`src/verilog/pid_pkg.sv`:
```
package pid_pkg;
    // Register byte offsets on the APB slave
    localparam logic [7:0] ACT_OFS = 8'h00;   // Action select code
    localparam logic [7:0] SETP_OFS = 8'h04;  // Set point, 0.1 % units
    localparam logic [7:0] UPLIM_OFS = 8'h08; // Upper limit, 0.1 % units
    localparam logic [7:0] LOLIM_OFS = 8'h0C; // Lower limit, 0.1 % units
    localparam logic [7:0] GAIN_OFS = 8'h10;  // kp [7:0] ki [15:8] kd [23:16]
    localparam logic [7:0] INFN_OFS = 8'h20;  // First input function word
    localparam logic [7:0] OUTFN_OFS = 8'h40; // First output function word
    localparam logic [7:0] NETIN_OFS = 8'h50; // Network-driven input bits
    localparam logic [7:0] STAT_OFS = 8'h60;  // Live state, read only
    localparam logic [7:0] SPEED_OFS = 8'h64; // Speed command, read only
    localparam logic [7:0] IRQST_OFS = 8'h68; // Sticky events, read clears
    localparam logic [7:0] IRQMSK_OFS = 8'h6C; // Interrupt mask

    // Reset values
    localparam logic [7:0] ACT_RST = 8'h00;      // Ordinary speed control
    localparam logic [13:0] NOFUNC = 14'h270F;   // 9999, function off
    localparam logic [7:0] GAIN_RST = 8'h00;     // Term disabled
    localparam logic [7:0] FN_RST = 8'h00;       // No function assigned

    // Action select codes
    localparam logic [7:0] ACT_AN_REV = 8'h14;   // 20
    localparam logic [7:0] ACT_AN_FWD = 8'h15;   // 21
    localparam logic [7:0] ACT_DV_REV = 8'h32;   // 50
    localparam logic [7:0] ACT_DV_FWD = 8'h33;   // 51
    localparam logic [7:0] ACT_FB_REV = 8'h3C;   // 60
    localparam logic [7:0] ACT_FB_FWD = 8'h3D;   // 61

    // Terminal function codes
    localparam logic [7:0] FN_LOOPSEL = 8'h0E;   // 14 on an input
    localparam logic [7:0] FN_LOWER = 8'h0E;     // 14 on an output
    localparam logic [7:0] FN_UPPER = 8'h0F;     // 15
    localparam logic [7:0] FN_DIR = 8'h10;       // 16
    localparam logic [7:0] FN_ACTIVE = 8'h2F;    // 47
    localparam logic [7:0] FN_NEG = 8'h64;       // 100, negative logic

    // Loop update period
    localparam int CLK_MHZ = 25;
    localparam int SAMPLE_TIME_US = 1000;
    localparam int SAMPLE_CYCLES = SAMPLE_TIME_US * CLK_MHZ;

    // Interrupt status bits
    localparam int EV_ACTIVE = 0;
    localparam int EV_UPPER = 1;
    localparam int EV_LOWER = 2;
endpackage

```
`src/verilog/pid_speed_regulator.sv`:
```
`timescale 1ns/10ps
// What this block does
// [RL1] Speed equals sum of enabled terms
// [RL2] Derivative term follows deviation change
// [RL3] Reverse: positive deviation raises speed
// [RL4] Forward: negative deviation raises speed
// [RL5] Loop only for codes 20,21,50,51,60,61
// [RL6] Code 0 or select off: plain speed
// [RL7] Input function 14 gates the loop
// [RL8] No select input: code alone enables
// [RL9] Network bit acts as input terminal
// [RL10] Codes 20/21: analog or parameter set point
// [RL11] Codes 50/51: deviation from fieldbus
// [RL12] Codes 60/61: both values from fieldbus
// [RL13] Upper flag: measured above upper limit
// [RL14] Lower flag: measured below lower limit
// [RL15] Direction high only for forward rotation
// [RL16] Active output on while loop runs
// [RL17] Codes 100 up invert the terminal
// [RL18] Even code reverse, odd code forward
module pid_speed_regulator #(
    parameter int N_IN = 7,           // Input terminals
    parameter int N_OUT = 3,          // Output terminals
    parameter int SAMPLE_CYC = pid_pkg::SAMPLE_CYCLES
) (
    input wire logic pclk,
    input wire logic presetn,
    input wire logic psel,
    input wire logic penable,
    input wire logic pwrite,
    input wire logic [7:0] paddr,
    input wire logic [31:0] pwdata,
    output logic [31:0] prdata,
    output logic pready,
    output logic pslverr,
    input wire logic [N_IN-1:0] in_terminals,
    input wire logic [9:0] analog_setpoint,
    input wire logic [9:0] analog_measured,
    input wire logic [9:0] fb_setpoint,
    input wire logic [9:0] fb_measured,
    input wire logic signed [11:0] fb_deviation,
    input wire logic [15:0] normal_speed,
    input wire logic run_forward,
    output logic [N_OUT-1:0] out_terminals,
    output logic [15:0] speed_cmd,
    output logic pid_active,
    output logic irq
);
    // Software settings
    logic [7:0] act_q;                    // Action select code
    logic [13:0] setp_q;                  // Set point parameter
    logic [13:0] uplim_q;                 // Upper limit setting
    logic [13:0] lolim_q;                 // Lower limit setting
    logic [23:0] gain_q;                  // Three gains, zero turns off
    logic [7:0] infn_q [N_IN];            // Input function settings
    logic [7:0] outfn_q [N_OUT];          // Output function settings
    logic [N_IN-1:0] netin_q;             // Bits written over network
    logic [2:0] irq_st_q;                 // Sticky events
    logic [2:0] irq_msk_q;                // Event mask
    // Loop state
    logic signed [23:0] integ_q;          // Integral accumulator
    logic signed [11:0] dev_prev_q;       // Deviation of last sample
    logic [$clog2(SAMPLE_CYC+1)-1:0] tick_cnt_q;
    logic upper_q;                        // Upper flag state
    logic lower_q;                        // Lower flag state

    // Output function decode, used for every terminal and every flag
    function automatic logic [7:0] base_fn(input logic [7:0] fn);
        base_fn = (fn >= pid_pkg::FN_NEG) ? 8'(fn - pid_pkg::FN_NEG) : fn;
    endfunction

    // Bus phases
    wire setup_ph = psel && !penable;
    wire wr_ok = psel && penable && pready && pwrite;
    wire rd_ok = psel && penable && pready && !pwrite;

    // Mode decode
    wire code_an = (act_q == pid_pkg::ACT_AN_REV)
        || (act_q == pid_pkg::ACT_AN_FWD);
    wire code_dv = (act_q == pid_pkg::ACT_DV_REV)
        || (act_q == pid_pkg::ACT_DV_FWD);
    wire code_fb = (act_q == pid_pkg::ACT_FB_REV)
        || (act_q == pid_pkg::ACT_FB_FWD);
    wire code_ok = code_an || code_dv || code_fb;                 // RL5
    wire fwd_act = act_q[0];                                      // RL18

    // Loop select: any terminal given function 14, pin or network bit
    logic [N_IN-1:0] sel_map;
    logic [N_IN-1:0] sel_on;
    for (genvar gi = 0; gi < N_IN; gi++) begin : g_in
        assign sel_map[gi] = (infn_q[gi] == pid_pkg::FN_LOOPSEL);
        assign sel_on[gi] = sel_map[gi]
            && (in_terminals[gi] || netin_q[gi]);                 // RL9
    end
    wire sel_assigned = |sel_map;
    // Without an assigned terminal the code alone is enough
    wire loop_run = code_ok
        && (!sel_assigned || (|sel_on));                      // RL6 RL7 RL8

    // Sources
    wire [9:0] sp_sel = code_fb ? fb_setpoint                     // RL12
        : (setp_q == pid_pkg::NOFUNC) ? analog_setpoint           // RL10
        : setp_q[9:0];
    wire [9:0] pv_sel = code_fb ? fb_measured : analog_measured;  // RL12
    wire signed [11:0] dev_loc = $signed({2'b00, sp_sel})
        - $signed({2'b00, pv_sel});
    wire signed [11:0] dev_raw = code_dv ? fb_deviation : dev_loc; // RL11
    // Forward action flips the sign so the same math raises speed
    wire signed [11:0] dev = fwd_act ? 12'(-dev_raw) : dev_raw; // RL3 RL4

    // Terms, gains unsigned so sign follows deviation
    wire signed [20:0] p_term = dev * $signed({1'b0, gain_q[7:0]});
    wire signed [20:0] i_step = dev * $signed({1'b0, gain_q[15:8]});
    wire signed [12:0] d_dev = 13'(dev) - 13'(dev_prev_q);        // RL2
    wire signed [21:0] d_term = d_dev * $signed({1'b0, gain_q[23:16]});
    wire signed [24:0] i_next = 25'(integ_q) + 25'(i_step);
    wire signed [23:0] i_sat = (i_next > 25'sh07FFFFF) ? 24'sh7FFFFF
        : (i_next < -25'sh0800000) ? -24'sh800000 : 24'(i_next);
    wire signed [25:0] u_sum = 26'(p_term) + 26'(integ_q)
        + 26'(d_term);                                            // RL1
    wire [15:0] u_clamp = (u_sum < 0) ? 16'h0000
        : (u_sum > 26'sh000FFFF) ? 16'hFFFF : u_sum[15:0];
    wire tick = (tick_cnt_q == 0);

    // Limit flags, only in local or fieldbus measured modes
    wire lim_mode = code_an || code_fb;
    logic [N_OUT-1:0] has_up;
    logic [N_OUT-1:0] has_lo;
    logic [N_OUT-1:0] term_d;
    wire upper_d = lim_mode && (uplim_q != pid_pkg::NOFUNC)
        && (|has_up) && ({4'h0, pv_sel} > uplim_q);               // RL13
    wire lower_d = lim_mode && (lolim_q != pid_pkg::NOFUNC)
        && (|has_lo) && ({4'h0, pv_sel} < lolim_q);               // RL14

    // Terminal routing
    for (genvar go = 0; go < N_OUT; go++) begin : g_out
        wire [7:0] bf = base_fn(outfn_q[go]);
        wire neg = (outfn_q[go] >= pid_pkg::FN_NEG);
        wire lvl = (bf == pid_pkg::FN_UPPER) ? upper_q
            : (bf == pid_pkg::FN_LOWER) ? lower_q
            : (bf == pid_pkg::FN_DIR) ? run_forward               // RL15
            : (bf == pid_pkg::FN_ACTIVE) ? pid_active : 1'b0;     // RL16
        assign has_up[go] = (bf == pid_pkg::FN_UPPER);
        assign has_lo[go] = (bf == pid_pkg::FN_LOWER);
        assign term_d[go] = lvl ^ neg;                            // RL17
    end

    // Read mux
    logic [31:0] rd_d;
    logic rd_err;
    always_comb begin
        rd_d = 32'h0000_0000;
        rd_err = 1'b0;
        if (paddr >= pid_pkg::INFN_OFS
            && paddr < 8'(pid_pkg::INFN_OFS + 8'(4 * N_IN))) begin
            rd_d = {24'h0, infn_q[3'(8'(paddr - pid_pkg::INFN_OFS) >> 2)]};
        end else if (paddr >= pid_pkg::OUTFN_OFS
            && paddr < 8'(pid_pkg::OUTFN_OFS + 8'(4 * N_OUT))) begin
            rd_d = {24'h0,
                outfn_q[2'(8'(paddr - pid_pkg::OUTFN_OFS) >> 2)]};
        end else begin
            unique case (paddr)
                pid_pkg::ACT_OFS: rd_d = {24'h0, act_q};
                pid_pkg::SETP_OFS: rd_d = {18'h0, setp_q};
                pid_pkg::UPLIM_OFS: rd_d = {18'h0, uplim_q};
                pid_pkg::LOLIM_OFS: rd_d = {18'h0, lolim_q};
                pid_pkg::GAIN_OFS: rd_d = {8'h0, gain_q};
                pid_pkg::NETIN_OFS: rd_d = 32'(netin_q);
                pid_pkg::STAT_OFS: rd_d = {28'h0, run_forward, lower_q,
                    upper_q, pid_active};
                pid_pkg::SPEED_OFS: rd_d = {16'h0, speed_cmd};
                pid_pkg::IRQST_OFS: rd_d = {29'h0, irq_st_q};
                pid_pkg::IRQMSK_OFS: rd_d = {29'h0, irq_msk_q};
                default: rd_err = 1'b1;
            endcase
        end
    end

    // Bus answer: ready in the cycle after setup, data captured at setup
    always_ff @(posedge pclk or negedge presetn) begin
        if (!presetn) begin
            pready <= 1'b0;
            prdata <= 32'h0000_0000;
            pslverr <= 1'b0;
        end else begin
            pready <= setup_ph;
            prdata <= setup_ph && !pwrite ? rd_d : 32'h0000_0000;
            pslverr <= setup_ph && rd_err;
        end
    end

    // Writable settings; unmapped writes are dropped with an error
    always_ff @(posedge pclk or negedge presetn) begin
        if (!presetn) begin
            act_q <= pid_pkg::ACT_RST;
            setp_q <= pid_pkg::NOFUNC;
            uplim_q <= pid_pkg::NOFUNC;
            lolim_q <= pid_pkg::NOFUNC;
            gain_q <= {3{pid_pkg::GAIN_RST}};
            netin_q <= '0;
            irq_msk_q <= 3'h0;
        end else if (wr_ok) begin
            unique case (paddr)
                pid_pkg::ACT_OFS: act_q <= pwdata[7:0];
                pid_pkg::SETP_OFS: setp_q <= pwdata[13:0];
                pid_pkg::UPLIM_OFS: uplim_q <= pwdata[13:0];
                pid_pkg::LOLIM_OFS: lolim_q <= pwdata[13:0];
                pid_pkg::GAIN_OFS: gain_q <= pwdata[23:0];
                pid_pkg::NETIN_OFS: netin_q <= pwdata[N_IN-1:0];
                pid_pkg::IRQMSK_OFS: irq_msk_q <= pwdata[2:0];
                default: ;
            endcase
        end
    end

    // Terminal function words, one per terminal
    for (genvar gw = 0; gw < N_IN; gw++) begin : g_infn
        always_ff @(posedge pclk or negedge presetn) begin
            if (!presetn) begin
                infn_q[gw] <= pid_pkg::FN_RST;
            end else if (wr_ok
                && paddr == 8'(pid_pkg::INFN_OFS + 4 * gw)) begin
                infn_q[gw] <= pwdata[7:0];
            end
        end
    end
    for (genvar gv = 0; gv < N_OUT; gv++) begin : g_outfn
        always_ff @(posedge pclk or negedge presetn) begin
            if (!presetn) begin
                outfn_q[gv] <= pid_pkg::FN_RST;
            end else if (wr_ok
                && paddr == 8'(pid_pkg::OUTFN_OFS + 4 * gv)) begin
                outfn_q[gv] <= pwdata[7:0];
            end
        end
    end

    // Sample timer; a long period keeps the derivative meaningful
    always_ff @(posedge pclk or negedge presetn) begin
        if (!presetn) begin
            tick_cnt_q <= '0;
        end else if (tick) begin
            tick_cnt_q <= ($bits(tick_cnt_q))'(SAMPLE_CYC - 1);
        end else begin
            tick_cnt_q <= tick_cnt_q - 1'b1;
        end
    end

    // Loop state; leaving the loop clears history so re-entry starts at 0
    always_ff @(posedge pclk or negedge presetn) begin
        if (!presetn) begin
            integ_q <= '0;
            dev_prev_q <= '0;
        end else if (!loop_run) begin
            integ_q <= '0;                                        // RL6
            dev_prev_q <= '0;
        end else if (tick) begin
            integ_q <= i_sat;
            dev_prev_q <= dev;                                    // RL2
        end
    end

    // Speed command: loop output while running, ordinary speed otherwise
    always_ff @(posedge pclk or negedge presetn) begin
        if (!presetn) begin
            speed_cmd <= 16'h0000;
            pid_active <= 1'b0;
        end else begin
            pid_active <= loop_run;                               // RL16
            if (!loop_run) begin
                speed_cmd <= normal_speed;                        // RL6
            end else if (tick) begin
                speed_cmd <= u_clamp;                             // RL1
            end
        end
    end

    // Flags and terminals
    always_ff @(posedge pclk or negedge presetn) begin
        if (!presetn) begin
            upper_q <= 1'b0;
            lower_q <= 1'b0;
            out_terminals <= '0;
        end else begin
            upper_q <= upper_d;                                   // RL13
            lower_q <= lower_d;                                   // RL14
            out_terminals <= term_d;                              // RL17
        end
    end

    // Events; a new event beats a read clear in the same cycle
    wire [2:0] ev = {lower_d && !lower_q, upper_d && !upper_q,
        loop_run && !pid_active};
    wire rd_clr = rd_ok && (paddr == pid_pkg::IRQST_OFS);
    always_ff @(posedge pclk or negedge presetn) begin
        if (!presetn) begin
            irq_st_q <= 3'h0;
            irq <= 1'b0;
        end else begin
            irq_st_q <= (rd_clr ? 3'h0 : irq_st_q) | ev;
            irq <= |(((rd_clr ? 3'h0 : irq_st_q) | ev) & irq_msk_q);
        end
    end
endmodule

```
`config.mk`:
```
export PLATFORM = sky130hd
export DESIGN_NAME = pid_speed_regulator
export DESIGN_NICKNAME = d
export VERILOG_FILES = /design/src/verilog/pid_pkg.sv /design/src/verilog/pid_speed_regulator.sv
export SDC_FILE = /design/constraint.sdc
export NUM_CORES = 2
export LEC_CHECK = 0
export BUFFER_PORTS_ARGS = -buffer_cell sky130_fd_sc_hd__clkbuf_2
export CAP_MARGIN = 40
export CORE_MARGIN = 2
export CORE_UTILIZATION = 54
export DETAILED_ROUTE_END_ITERATION = 10
export GPL_ROUTABILITY_DRIVEN = 1
export GPL_TIMING_DRIVEN = 0
export PLACE_DENSITY = 0.72
export SYNTH_ARGS = -nofsm -noshare
export SYNTH_HDL_FRONTEND = slang
export SYNTH_SLANG_ARGS = --single-unit
export TNS_END_PERCENT = 5
```
`constraint.sdc`:
```
create_clock -name pclk -period 14.4 [get_ports pclk]
set_clock_uncertainty 0.2 [all_clocks]
set_input_delay 2.88 -clock pclk [delete_from_list [all_inputs] [get_ports pclk]]
set_output_delay 2.88 -clock pclk [all_outputs]
set_load 0.005 [all_outputs]
```
== Yosys cells after proc, flatten, opt, wreduce, memory -nomap -nowiden ==
Cells that the tools add are included.
Widths: inputs -> output; s select.
Storage, ports and cells
  logic and storage cells: 232
  register bits: 275
  output and inout bits: 55
  input bits: 121
Cells by class
  eq/ne operators: 48
  $add $sub $neg: 12
  mux-type cells: 45
  magnitude comparators: 15
  reductions and logical operators: 72
  bitwise logic cells: 7
  $mul: 3
Operator list (count)
  $pmux 24 s10: 1
  $eq 8x4->1 const B: 15
  $eq 8x6->1 const B: 14
  $mux 24: 4
  $mux 32: 3
  $eq 8x7->1 const B: 8
  $mux 16: 4
  $mux 8: 7
  $eq 8x5->1 const B: 6
  $mux 12: 4
  $mul 12x9->21: 2
  $logic_and 1x1->1: 37
  $ge 8x7->1 const B: 4
  $mux 10: 3
  $ne 14x14->1 const B: 2
  $add 25x22->26: 1
  $gt 26x17->1 const B: 1
  $lt 26x1->1 const B: 1
  $add 21x24->25: 1
  $add 24x21->25: 1
  $gt 25x24->1 const B: 1
  $lt 25x24->1 const B: 1
  $bmux 8 s3: 1
  $sub 8x7->8 const B: 3
  other kinds (34): 77

== Depth between registers and ports, before layout ==
  word-level depth: 15
  gate-level depth with buffers: 48
  depth with buffers taken out: 45

== Worst setup path before layout ==
OpenSTA, ideal clock, no wires.
  kind: input -> register
  start: input port analog_setpoint[0]
  end: register speed_cmd[10]
  stages: 42
  setup slack: 0.976 ns
  buffers on the path: 3
  arrival: 13.146 ns
  library setup time: 0.078 ns
  path through: o21ai_0 > nor2_1 > a21oi_1 > ha_1 > inv_1 > fa_1 > a211oi_2 > o21bai_1 > o211a_1 > or3_4 > or4_4 > o41ai_2 > xnor2_1 > buf_2 > ha_1 > or4b_2 > o21ai_0 > nor2_1 > (+6 left out) > fa_1 > inv_1 > ha_1 > a21oi_1 > fa_1 > fa_1 > inv_1 > ha_1 > a21o_1 > a31o_2 > a41o_1 > or3_1 > a31oi_1 > or3_1 > clkbuf_1 > clkbuf_1 > a31oi_1 > a21oi_1
On the way
  cells in the longest elaborated chain, start to end: 14
RTL lines
  start: declaration: RTL line pid_speed_regulator.sv:37  | input wire logic [9:0] analog_setpoint,
  $mux 10 *: RTL line pid_speed_regulator.sv:102  | : (setp_q == pid_pkg::NOFUNC) ? analog_setpoint
  $mux 10 *: RTL line pid_speed_regulator.sv:101  | wire [9:0] sp_sel = code_fb ? fb_setpoint
  $sub 10x10->11 *: RTL line pid_speed_regulator.sv:106  | - $signed({2'b00, pv_sel});
  $mux 12 *: RTL line pid_speed_regulator.sv:107  | wire signed [11:0] dev_raw = code_dv ? fb_deviation : dev_loc;
  $neg 12->12: RTL line pid_speed_regulator.sv:109  | wire signed [11:0] dev = fwd_act ? 12'(-dev_raw) : dev_raw;
  $mux 12 *: RTL line pid_speed_regulator.sv:109
  $mul 12x9->21 / $sub 12x12->13 (equally long branches): RTL line pid_speed_regulator.sv:112, pid_speed_regulator.sv:114
  $add 21x24->25 / $mul 13x9->22 (equally long branches): RTL line pid_speed_regulator.sv:119, pid_speed_regulator.sv:115
  $add 25x22->26 *: RTL line pid_speed_regulator.sv:120  | + 26'(d_term);
  $gt 26x17->1: RTL line pid_speed_regulator.sv:122  | : (u_sum > 26'sh000FFFF) ? 16'hFFFF : u_sum[15:0];
  $mux 16: RTL line pid_speed_regulator.sv:122
  $mux 16 *: RTL line pid_speed_regulator.sv:121  | wire [15:0] u_clamp = (u_sum < 0) ? 16'h0000
  $mux 16 *: RTL line pid_speed_regulator.sv:272  | end else if (tick) begin
  $mux 16 *: RTL line pid_speed_regulator.sv:270  | if (!loop_run) begin
  end signal: assignment: RTL line pid_speed_regulator.sv:271  | speed_cmd <= normal_speed;
  end signal: assignment: RTL line pid_speed_regulator.sv:273  | speed_cmd <= u_clamp;
  end: declaration: RTL line pid_speed_regulator.sv:45  | output logic [15:0] speed_cmd,
Every way passes the cells marked *; elsewhere a longest branch is shown, timed or not. The select of a mux whose other input is x is not followed.
A chain may end at the register's enable or synchronous reset.

== Worst setup path after layout ==
  start: input port fb_measured[0]
  end: register speed_cmd[8]
On the way
  cells in the longest elaborated chain, start to end: 13
RTL lines
  start: declaration: RTL line pid_speed_regulator.sv:40  | input wire logic [9:0] fb_measured,
  $mux 10 *: RTL line pid_speed_regulator.sv:104  | wire [9:0] pv_sel = code_fb ? fb_measured : analog_measured;
  $sub 10x10->11 *: RTL line pid_speed_regulator.sv:106
  $mux 12 *: RTL line pid_speed_regulator.sv:107
  $neg 12->12: RTL line pid_speed_regulator.sv:109
  $mux 12 *: RTL line pid_speed_regulator.sv:109
  $mul 12x9->21 / $sub 12x12->13 (equally long branches): RTL line pid_speed_regulator.sv:112, pid_speed_regulator.sv:114
  $add 21x24->25 / $mul 13x9->22 (equally long branches): RTL line pid_speed_regulator.sv:119, pid_speed_regulator.sv:115
  $add 25x22->26 *: RTL line pid_speed_regulator.sv:120
  $gt 26x17->1: RTL line pid_speed_regulator.sv:122
  $mux 16: RTL line pid_speed_regulator.sv:122
  $mux 16 *: RTL line pid_speed_regulator.sv:121
  $mux 16 *: RTL line pid_speed_regulator.sv:272
  $mux 16 *: RTL line pid_speed_regulator.sv:270
Marks and branches as above.

==> key figures <==
Synthesis
  – Yosys cell types: 93
  – Synth Cell Area: 0.0290 sq mm
  – Synth Register Bits: 267
  – Synth warn: 0
  – Async S/R FF share, synth: 1.00
  – Mean post-synth cell area: 9.51 sq um
  – Post-Synthesis Cells: 3050
  – Post-synth EDFFs: 0
  – Ys flop type: dfrtp_1
  – Register area share after synthesis: 0.232

Worst setup path
  – Worst path max stage delay: 550 ps
  – Worst EP required: 14670 ps
  – Worst path arrival time: 14250 ps
  – Critical Path Sink Type: register
  – Crit Path Class: input port to register
  – Setup crit start kind: input port
  – CP max stage cell: a2111oi_2
  – Crit path max fanout: 10

Flow run
  – Maxcap violations: 0

Floorplanning
  – Rows: 84
  – Starting Density: 0.548
  – Die X: 236 microns
  – Die area: 0.0556 sq mm
  – Die height: 236 microns
  – Core Area: 0.0529 sq mm
  – Io pins: 176

Clock network
  – Number of H-tree levels: 1
  – CTS root buffer: clkbuf_16
  – Clock sinks: 267
  – Worst-case clock buffer depth: 3
  – Clk_lat worst skew: 610 ps
  – Total CTS buffers: 30
  – CTS Hold Bufs: 0
  – CTS clk-pin slew, worst paths: 60 ps
  – CTS tree: yes

Timing
  – Final cycle utilization of the critical path: 0.971
  – Worst slew margin: 0.372
  – Max Freq: 0.0715 GHz
  – Final setup viols: 0
  – Final WS setup: 421 ps
  – Fin crit period: 13980 ps
  – Slew @ Worst Pin: 935 ps
  – Final Hold Vio Count: 0
  – Final slew viol count: 0

Route
  – Routed vias/inst: 5.98
  – Drt drc: 0
  – Final antenna-violating net count: 0
  – Initial DRC Count: 2078
  – Routed length per instance: 22.1 microns
  – Via Count: 23800
  – DR pass1 iterations: 7
  – Post-Route WL: 87800 microns

Power and ir drop
  – Comb pwr share: 0.141
  – VDD IR-drop max: 0.116 mV
  – P per Cell Area: 55.8 mW/mm^2
  – Internal: 1.27 mW
  – Total power draw: 1.79 mW
  – Share of power burned in registers: 0.433
  – P_sw: 0.522 mW
  – Pleak: 16.4 nW
  – Switching Share: 0.292
  – Clock share of power: 0.426

Status
  – Status: completed

Placement
  – IO Port Bufs: 159
  – Final GP Congestion: 0.961
  – Setup Slack @ Placement: -1690 ps
  – Post-DP HPWL: 72500 microns

Cells and area
  – Most frequent cells in the layout: inv_1 (510), fa_1 (327), nand2_1 (300)
  – Area Growth Syn to Fin: 10.5%
  – Ratio of cells with drive above 1 in the final layout: 0.155
  – Nets: 3917
  – Most common cell after layout, fill and taps aside: inv_1

Global routing
  – First-pass GRT wire length: 139000 microns
  – Largest net degree at the start of global routing: 102
  – Overflow after GRT: 0
  – Vias in the first global route: 24700
  – GR Util All Layers: 0.323
  – Number of antenna violations at the first check in global routing: 3

Hold path
  – HP Class: register to register
## power by group through the flow
stage | sequential [mW] | clock, mW | combinational (mW)
after floorplan | 0.781 | 0 | 0.128
after detailed placement | 0.787 | 0 | 0.239
after global routing | 0.775 | 0.796 | 0.276
final | 0.775 | 0.761 | 0.252
after CTS | 0.774 | 0.768 | 0.246
after global placement | 0.787 | 0 | 0.229
## layout make-up
type                       instances  area [sq um]
clock buffer                      42           856
inverter                         510          1910
multi-input combinational       2160         20000
antenna                            1          2.50
clock inverter                    14           118
sequential                       267          6710
timing repair buffer             189          1070
fill                            4513         20800
tap                              688           861
buffer                           112           474
## flip-flops by register name, indices dropped and copies added (netlist names), 3 cells and up
name	flops
irq_msk_q	3
outfn_q	24
irq_st_q	3
setp_q	14
infn_q	56
act_q	8
tick_cnt_q	15
netin_q	7
out_terminals	3
speed_cmd	16
gain_q	24
integ_q	24
lolim_q	14
dev_prev_q	12
uplim_q	14
prdata	24
## metal layers
metal,vias to the layer above,global-route usage,share of wire
met1,12000,0.439,0.41
met3,190,0.0541,0.085
li1,10600,-,-
met4,2,0.128,0.042
met2,1085,0.517,0.46
met5,-,0,0.00014
## metrics by stage
step | hold WS (ps) | utilization | cells | cell area (sq um) | TNS, ps
5_1_grt | 291 | 0.606 | 3983 | 32000 | -15.1
2_1_floorplan | 229 | - | 3057 | 29000 | 0
6_report | 276 | 0.606 | 3983 | 32000 | 0
3_3_place_gp | 249 | 0.580 | 3904 | 30700 | -29630
3_5_place_dp | 265 | 0.584 | 3922 | 30900 | -25370
4_1_cts | 274 | 0.603 | 3979 | 31900 | 0
## Yosys cell counts (all sizes together) (15+ instances only)
| cell type | instances | area (sq um) |
|---|---|---|
| or4 | 15 | 120 |
| a31oi | 50 | 313 |
| nor2b | 29 | 181 |
| inv | 510 | 1910 |
| nor2 | 134 | 503 |
| nand3 | 36 | 180 |
| a22oi | 30 | 225 |
| a21oi | 109 | 546 |
| ha | 199 | 2490 |
| nand2 | 301 | 1140 |
| and2 | 157 | 982 |
| a211oi | 26 | 200 |
| mux2 | 175 | 1970 |
| xnor2 | 53 | 472 |
| dfstp | 24 | 631 |
| nor4 | 16 | 100 |
| o21ai | 87 | 435 |
| a21o | 27 | 203 |
| xor2 | 35 | 307 |
| fa | 327 | 6550 |
| or3 | 19 | 129 |
| nor3 | 29 | 145 |
| nand2b | 16 | 100 |
| clkbuf | 94 | 353 |
| and3 | 20 | 125 |
| dfrtp | 243 | 6080 |
| a221o | 24 | 240 |
| buf | 26 | 153 |
| mux2i | 37 | 370 |
| nand4 | 16 | 100 |
## cells by family after synthesis
family	share of synthesized area
AND/OR/NAND/NOR	0.144
buffers and inverters	0.0835
adder cells (fa/ha/maj)	0.312
AO/OA/AOI/OAI	0.116
flip-flops	0.232
multiplexers	0.0870
XOR/XNOR	0.0268
other	0.000129
## what timing repair did
item / 4_1_cts / 5_1_grt
buffers inserted: 3 / 9
cloned: 0 / 0
setup endpoints to repair: 16 / 16
pin swaps: 2 / 6
resized for setup: 11 / 18
## worst max-delay path, delay by kind of cell
kind / cells / cell delay (ps)
adder cells (fa/ha/maj): 10 / 4290
buffers and inverters: 13 / 2460
AO/OA/AOI/OAI: 10 / 2750
AND/OR/NAND/NOR: 6 / 950
XOR/XNOR: 2 / 890
## path summary, 6_finish.rpt
check                                     from            end  slack (ps)  depth (start not counted)
worst max-delay path            fb_measured[0]   speed_cmd[8]         420                         41
worst min-delay path             tick_cnt_q[0]  tick_cnt_q[0]         280                          1
worst max register to register        act_q[6]   speed_cmd[8]         890                         43
worst min register to register   tick_cnt_q[0]  tick_cnt_q[0]         280                          1
max in group asynchronous              presetn     outfn_q[0]       10870                          2
min in group asynchronous              presetn  tick_cnt_q[9]        2120                          1
No activity file was read; power rests on OpenSTA's default activity.
